<file path="src/asrc_pkg.sv">
package asrc_pkg;
   // Address and data widths of the memory
   localparam int ASRC_ADDR_W = 13;
   localparam int ASRC_DATA_W = 8;
   localparam int ASRC_DEPTH = 8192;
   // Clock period and device timing, ns
   localparam int ASRC_CLK_PERIOD_NS = 10;
   localparam int ASRC_T_READ_CYCLE_NS = 35;
   localparam int ASRC_T_WE_PULSE_NS = 20;
   localparam int ASRC_T_SETUP_DATA_NS = 12;
   localparam int ASRC_T_STROBE_TO_FLOAT_NS = 8;
   localparam int ASRC_T_FLOAT_NS = 10;
   // Least times round up to whole cycles
   localparam int ASRC_RD_CYC = (ASRC_T_READ_CYCLE_NS + ASRC_CLK_PERIOD_NS - 1) / ASRC_CLK_PERIOD_NS;
   localparam int ASRC_WE_CYC_RAW = (ASRC_T_STROBE_TO_FLOAT_NS + ASRC_T_SETUP_DATA_NS + ASRC_CLK_PERIOD_NS - 1)
      / ASRC_CLK_PERIOD_NS;
   localparam int ASRC_WEP_CYC = (ASRC_T_WE_PULSE_NS + ASRC_CLK_PERIOD_NS - 1) / ASRC_CLK_PERIOD_NS;
   localparam int ASRC_WE_CYC = (ASRC_WE_CYC_RAW > ASRC_WEP_CYC) ? ASRC_WE_CYC_RAW : ASRC_WEP_CYC;
   localparam int ASRC_FLT_CYC = (ASRC_T_FLOAT_NS + ASRC_CLK_PERIOD_NS - 1) / ASRC_CLK_PERIOD_NS;
   localparam logic [3:0] ASRC_CNT_ZERO = 4'h0;
   // Reset values of the pin outputs (all inactive)
   localparam logic ASRC_RST_SEL_N = 1'b1;
   localparam logic ASRC_RST_SEL_H = 1'b0;
   localparam logic ASRC_RST_WE_N = 1'b1;
   localparam logic ASRC_RST_OE_N = 1'b1;

   typedef struct packed {
      logic write;
      logic [ASRC_ADDR_W-1:0] addr;
      logic [ASRC_DATA_W-1:0] wdata;
   } asrc_req_t;

   typedef struct packed {
      logic select_active_low;
      logic select_active_high;
      logic write_strobe_n;
      logic output_gate_n;
      logic [ASRC_ADDR_W-1:0] addr;
   } asrc_pins_t;

   typedef enum logic [4:0] {
      ASRC_IDLE  = 5'b00001,
      ASRC_READ  = 5'b00010,
      ASRC_WRITE = 5'b00100,
      ASRC_WEND  = 5'b01000,
      ASRC_FLOAT = 5'b10000
   } asrc_state_t;
endpackage

</file>
<file path="src/asrc_host.sv">
// Summary of operation
// - Write data set-up and hold count from the edge that ends the write.
// - For a read the strobe stays high while both selects are on and the gate is low.
// - The host never drives the byte lines while the memory may be driving them.
// - A strobe-ended write, with the gate held high, lasts at least float delay plus data set-up.
`timescale 1ns/1ps
`default_nettype none
module asrc_host
   import asrc_pkg::*;
(
   // Clock and reset
   input wire logic sys_clk,
   input wire logic nrst,
   // User request side
   input wire asrc_req_t req,
   input wire logic req_valid,
   output logic req_ready,
   output logic [ASRC_DATA_W-1:0] rdata,
   output logic rdata_valid,
   // Memory pins
   output var asrc_pins_t pins,
   input wire logic [ASRC_DATA_W-1:0] byte_lines_in,
   output logic [ASRC_DATA_W-1:0] byte_lines_out,
   output logic byte_lines_oe_n
);
   asrc_state_t state_q;
   logic [3:0] cnt_q;
   logic write_q;
   logic [ASRC_DATA_W-1:0] sync1_q;
   logic [ASRC_DATA_W-1:0] sync2_q;

   function automatic logic [3:0] cyc(input int n);
      cyc = 4'(n - 1);
   endfunction

   ////////////////////////////////////////////////////////////
   // Byte line input synchroniser
   always_ff @(posedge sys_clk or negedge nrst)
   begin
      if (!nrst)
      begin
         sync1_q <= 8'h00;
         sync2_q <= 8'h00;
      end
      else
      begin
         sync1_q <= byte_lines_in;
         sync2_q <= sync1_q;
      end
   end

   ////////////////////////////////////////////////////////////
   // Sequencer
   always_ff @(posedge sys_clk or negedge nrst)
   begin
      if (!nrst)
      begin
         state_q <= ASRC_IDLE;
         cnt_q <= ASRC_CNT_ZERO;
         write_q <= 1'b0;
      end
      else
      begin
         unique case (state_q)
            ASRC_IDLE:
            begin
               if (req_valid)
               begin
                  write_q <= req.write;
                  state_q <= req.write ? ASRC_WRITE : ASRC_READ;
                  // Extra cycles cover the two-stage input sampling
                  cnt_q <= req.write ? cyc(ASRC_WE_CYC) : cyc(ASRC_RD_CYC + 2);
               end
            end
            ASRC_READ, ASRC_WRITE:
            begin
               if (cnt_q != ASRC_CNT_ZERO)
                  cnt_q <= cnt_q - 4'h1;
               else
               begin
                  state_q <= write_q ? ASRC_WEND : ASRC_FLOAT;
                  cnt_q <= cyc(ASRC_FLT_CYC);
               end
            end
            ASRC_WEND:
               state_q <= ASRC_IDLE;
            ASRC_FLOAT:
            begin
               if (cnt_q != ASRC_CNT_ZERO)
                  cnt_q <= cnt_q - 4'h1;
               else
                  state_q <= ASRC_IDLE;
            end
         endcase
      end
   end

   ////////////////////////////////////////////////////////////
   // Pin drive
   always_ff @(posedge sys_clk or negedge nrst)
   begin
      if (!nrst)
      begin
         pins.select_active_low <= ASRC_RST_SEL_N;
         pins.select_active_high <= ASRC_RST_SEL_H;
         pins.write_strobe_n <= ASRC_RST_WE_N;
         pins.output_gate_n <= ASRC_RST_OE_N;
         pins.addr <= '0;
         byte_lines_out <= 8'h00;
         byte_lines_oe_n <= 1'b1;
      end
      else if (state_q == ASRC_IDLE && req_valid)
      begin
         // Address and data set up in the same edge as the write start
         pins.addr <= req.addr;
         pins.select_active_low <= 1'b0;
         pins.select_active_high <= 1'b1;
         pins.write_strobe_n <= !req.write;
         pins.output_gate_n <= req.write;
         byte_lines_out <= req.wdata;
         byte_lines_oe_n <= !req.write;
      end
      else if ((state_q == ASRC_READ || state_q == ASRC_WRITE) && cnt_q == ASRC_CNT_ZERO)
      begin
         // Strobe alone ends the write; selects fall one cycle later so data hold counts from it
         pins.write_strobe_n <= 1'b1;
         pins.output_gate_n <= 1'b1;
         if (!write_q)
         begin
            pins.select_active_low <= 1'b1;
            pins.select_active_high <= 1'b0;
         end
      end
      else if (state_q == ASRC_WEND)
      begin
         // Selects drop in the same edge that releases the data; gate still high, so no output turn-on
         pins.select_active_low <= 1'b1;
         pins.select_active_high <= 1'b0;
         byte_lines_oe_n <= 1'b1;
      end
   end

   ////////////////////////////////////////////////////////////
   // User answers
   always_ff @(posedge sys_clk or negedge nrst)
   begin
      if (!nrst)
      begin
         req_ready <= 1'b0;
         rdata <= 8'h00;
         rdata_valid <= 1'b0;
      end
      else
      begin
         req_ready <= (state_q == ASRC_IDLE) && !req_valid;
         rdata_valid <= 1'b0;
         if (state_q == ASRC_READ && cnt_q == ASRC_CNT_ZERO)
         begin
            rdata <= sync2_q;
            rdata_valid <= 1'b1;
         end
      end
   end
endmodule
`default_nettype wire

</file>
<file path="config.mk">
export PLATFORM = sky130hd
export DESIGN_NAME = asrc_host
export DESIGN_NICKNAME = d
export VERILOG_FILES = /design/src/asrc_pkg.sv /design/src/asrc_host.sv
export SDC_FILE = /design/constraint.sdc
export NUM_CORES = 1
export LEC_CHECK = 0
export BUFFER_PORTS_ARGS = -buffer_cell sky130_fd_sc_hd__buf_2
export CORE_UTILIZATION = 57
export CTS_BUF_LIST = sky130_fd_sc_hd__clkbuf_8
export DETAILED_ROUTE_END_ITERATION = 10
export GPL_TIMING_DRIVEN = 1
export PLACE_DENSITY_LB_ADDON = 0.05
export SYNTH_ARGS = -nofsm -noshare
export SYNTH_HDL_FRONTEND = slang
export SYNTH_SLANG_ARGS = --single-unit
</file>
<file path="constraint.sdc">
create_clock -name sys_clk -period 5.66 [get_ports sys_clk]
set_clock_uncertainty 0.05 [all_clocks]
set_input_delay 0 -clock sys_clk [delete_from_list [all_inputs] [get_ports sys_clk]]
set_output_delay 0 -clock sys_clk [all_outputs]
set_load 0.005 [all_outputs]
</file>
==> results.md <==
* Syn Inst Count at 217
* Largest area contributor in the netlist: dfrtp_1
* Via density per instance at 5.222
* Max Fanout on Critical Path at 24
* Starting Density at 60.50%
* Top FF cell, synth: dfrtp_1
* Slew HR at 35.21%
* Clk pwr share at 25.8%
* Final HPWL DP at 3.039 mm
* Post-synth ARST share at 100.0%
* Main combinational cell family by area after synthesis: simple AND/OR/NAND/NOR gates
* Nets@finish at 354
* Final slew viol count at 0
* Via Count at 1953
* Syn nets at 252
* Worst IR drop on VDD at 0.2434 mV
* Post-cts sizing count at 0
* Clk pin slew, worst setup/hold paths at 70 ps
* Area added between synthesis and finish at 34.91%
* Vias in the first global route at 1829
* First drt pass iteration count at 4
* Initial antenna violation count at 0
* Htree depth at 3
* Largest net degree at the start of global routing at 63
* Antenna-violating nets left at 0
* Postcts setup bufs at 0
* DIE AREA at 4573 µm²
* GP Congestion at 0.8501
* Clk root buf: clkbuf_8
* WL/cell at 14.49 µm
* Longest Clk Path Bufs at 2
* Compound-Gate Fraction of Synth Area at 8.257%
* Flop pwr share at 43.1%
* Commonest cells after routing, fill and taps aside: nand2_1, buf_2, dfrtp_1, dlygate4sd3_1, inv_1
* CP arrival at 2500 ps
* Unique masters post-synth at 43
* Final period util at 40.45%
* Post-synthesis mux area share at 4.893%
* Power Internal at 0.9739 mW
* Post-Route Setup TNS at 0 ps
* Post-Synth Simple-Gate Area at 17.38%
* Final Hold Viols at 0
* Syn Area/Cell at 11.31 µm²
* Combinational share of power at 31.1%
* NetSw at 0.4558 mW
* Largest cells by area after synthesis: dfrtp_1, nand2_1, dfstp_2
* Row count at 23
* Status: complete, no violations
* Max-cap violations at 0
* Port bufs at 68
* Hold_buf cts at 32
* Max Freq at 436.8 MHz
* I/O pin cnt at 69
* Number of synthesized register bits at 62
* Cts bufs inserted at 9
* Final setup viols at 0
* Worst Max-Slew Pin Slew at 969.0 ps
* Worst hold path class: input pin to flip-flop
* GRT Total Usage at 26.28%
* EDFF count, synth at 0
* Clock Sinks at 62
* XOR/XNOR Fraction of Synth Area at 1.070%
* Global route total overflow at 0
* Post-synthesis sequential area ratio at 63.46%
* Final min period at 2290 ps
* Core Region at 4058 µm²
* Setup CP Type: flip-flop to flip-flop
* Synth warn at 0
* Sw Ratio at 31.88%
* Die Y at 67.63 µm
* Non-filler instance count after layout at 374
* Initial DRC count at 211
* ANT cells at 0
* P per Cell Area at 431.7 nW/µm²
* Post-Synth Adder-Cell Area at 1.019%
* Static leakage at 1.791 nW
* Endpoint kind of the worst setup timing path: flip-flop
* Post-route DRC at 0
* DP Cell Count at 326
* Yosys top cell area share at 58.10%
* Clock tree from TritonCTS: built
* Share of cells above drive strength 1 at 31.79%
* Clock latency on the worst-skew pair at 330 ps
* Startpoint types: flip-flop
* Final wirelength at 5.419 mm
* Commonest non-fill, non-tap cell in the layout: nand2_1
* Die Wd at 67.63 µm
* Synthesized area at 2455 µm²
* RSZ-0062 raised after global routing: false
* First-pass GRT wire length at 8.480 mm
* Worst path required time at 5870 ps
## Yosys cell counts (all sizes together), types with 2 or more instances
cell type,count
nor3b,2
nand3,3
a2bb2oi,2
or2,2
nor3,3
nand4,2
buf,4
dfstp,5
mux2,8
nor2,5
inv,9
o31ai,2
o21a,2
or3,3
ha,2
nand2,72
xnor2,2
o21ai,3
and4,2
clkbuf,6
a41oi,2
dfrtp,57
a21oi,2
## per-stage QoR
stage	worst slack, ps	instance area, µm²	hold WS, ps	util [%]	total power, mW
3_5_place_dp	3353	2803	59.36	69.07	1.043
4_1_cts	3323	3312	244.0	81.62	1.432
3_3_place_gp	3428	2803	57.64	69.07	1.036
2_1_floorplan	3695	2455	-345.6	-	0.9178
6_report	3370	3312	260.2	81.62	1.430
5_1_grt	3026	3312	254.4	81.62	1.514
## state kept, by name, indices dropped and copies added, names as in the netlist
signal	flops
byte_lines_out	8
sync2_q	8
pins	17
rdata	8
byte_lines_oe_n	1
write_q	1
state_q	5
req_ready	1
rdata_valid	1
sync1_q	8
cnt_q	4
## final cells by class
cell class,count,area [µm²]
fillers,230,745.7
inverters,9,33.78
clock inverters,7,65.06
clock buffers,9,123.9
well taps,50,62.56
repair buffers,101,668.1
multi-input cells,136,800.8
flip-flops and latches,62,1558
## worst paths after layout
path | from | endpoint | slack [ps] | cells after the start
max in group asynchronous | nrst | rdata[5] | 4760 | 3
worst min register to register | sync1_q[7] | sync2_q[7] | 300 | 0
min in group asynchronous | nrst | cnt_q[3] | 310 | 3
worst max-delay path | state_q[2] | pins[13] | 3370 | 4
worst max register to register | state_q[2] | pins[13] | 3370 | 4
worst min-delay path | byte_lines_in[3] | sync1_q[3] | 260 | 2
## power groups by stage
stage,logic (mW),clock network (mW),registers (mW)
final,0.445,0.368,0.617
after global routing,0.489,0.395,0.630
after CTS,0.442,0.375,0.615
after detailed placement,0.421,0,0.622
after global placement,0.418,0,0.618
after floorplan,0.318,0,0.599
## layer usage
metal / vias to the layer above / share of wire, % / global-route usage, %
met5: - / 0 / 0
met4: 0 / 1.7 / 11.97
met3: 14 / 6.4 / 8.784
met2: 75 / 49 / 41.58
met1: 935 / 43 / 32.40
li1: 929 / - / -
## cell families (layout without fill, tap and decap cells)
logic type,count (synthesis),after routing
compound gates,26,26
xor+xnor,3,3
simple gates,97,97
mux,8,8
flops,62,62
fa+ha+maj,2,2
buf+inv,19,126
## worst max-delay path, cell delays in order (launching register included)
cell,delay (ps)
dfrtp_1,500
nor3_1,270
nand4_1,790
o21ai_0,410
a2bb2oi_1,200
Note: power is estimated with default switching activity, not from simulation.
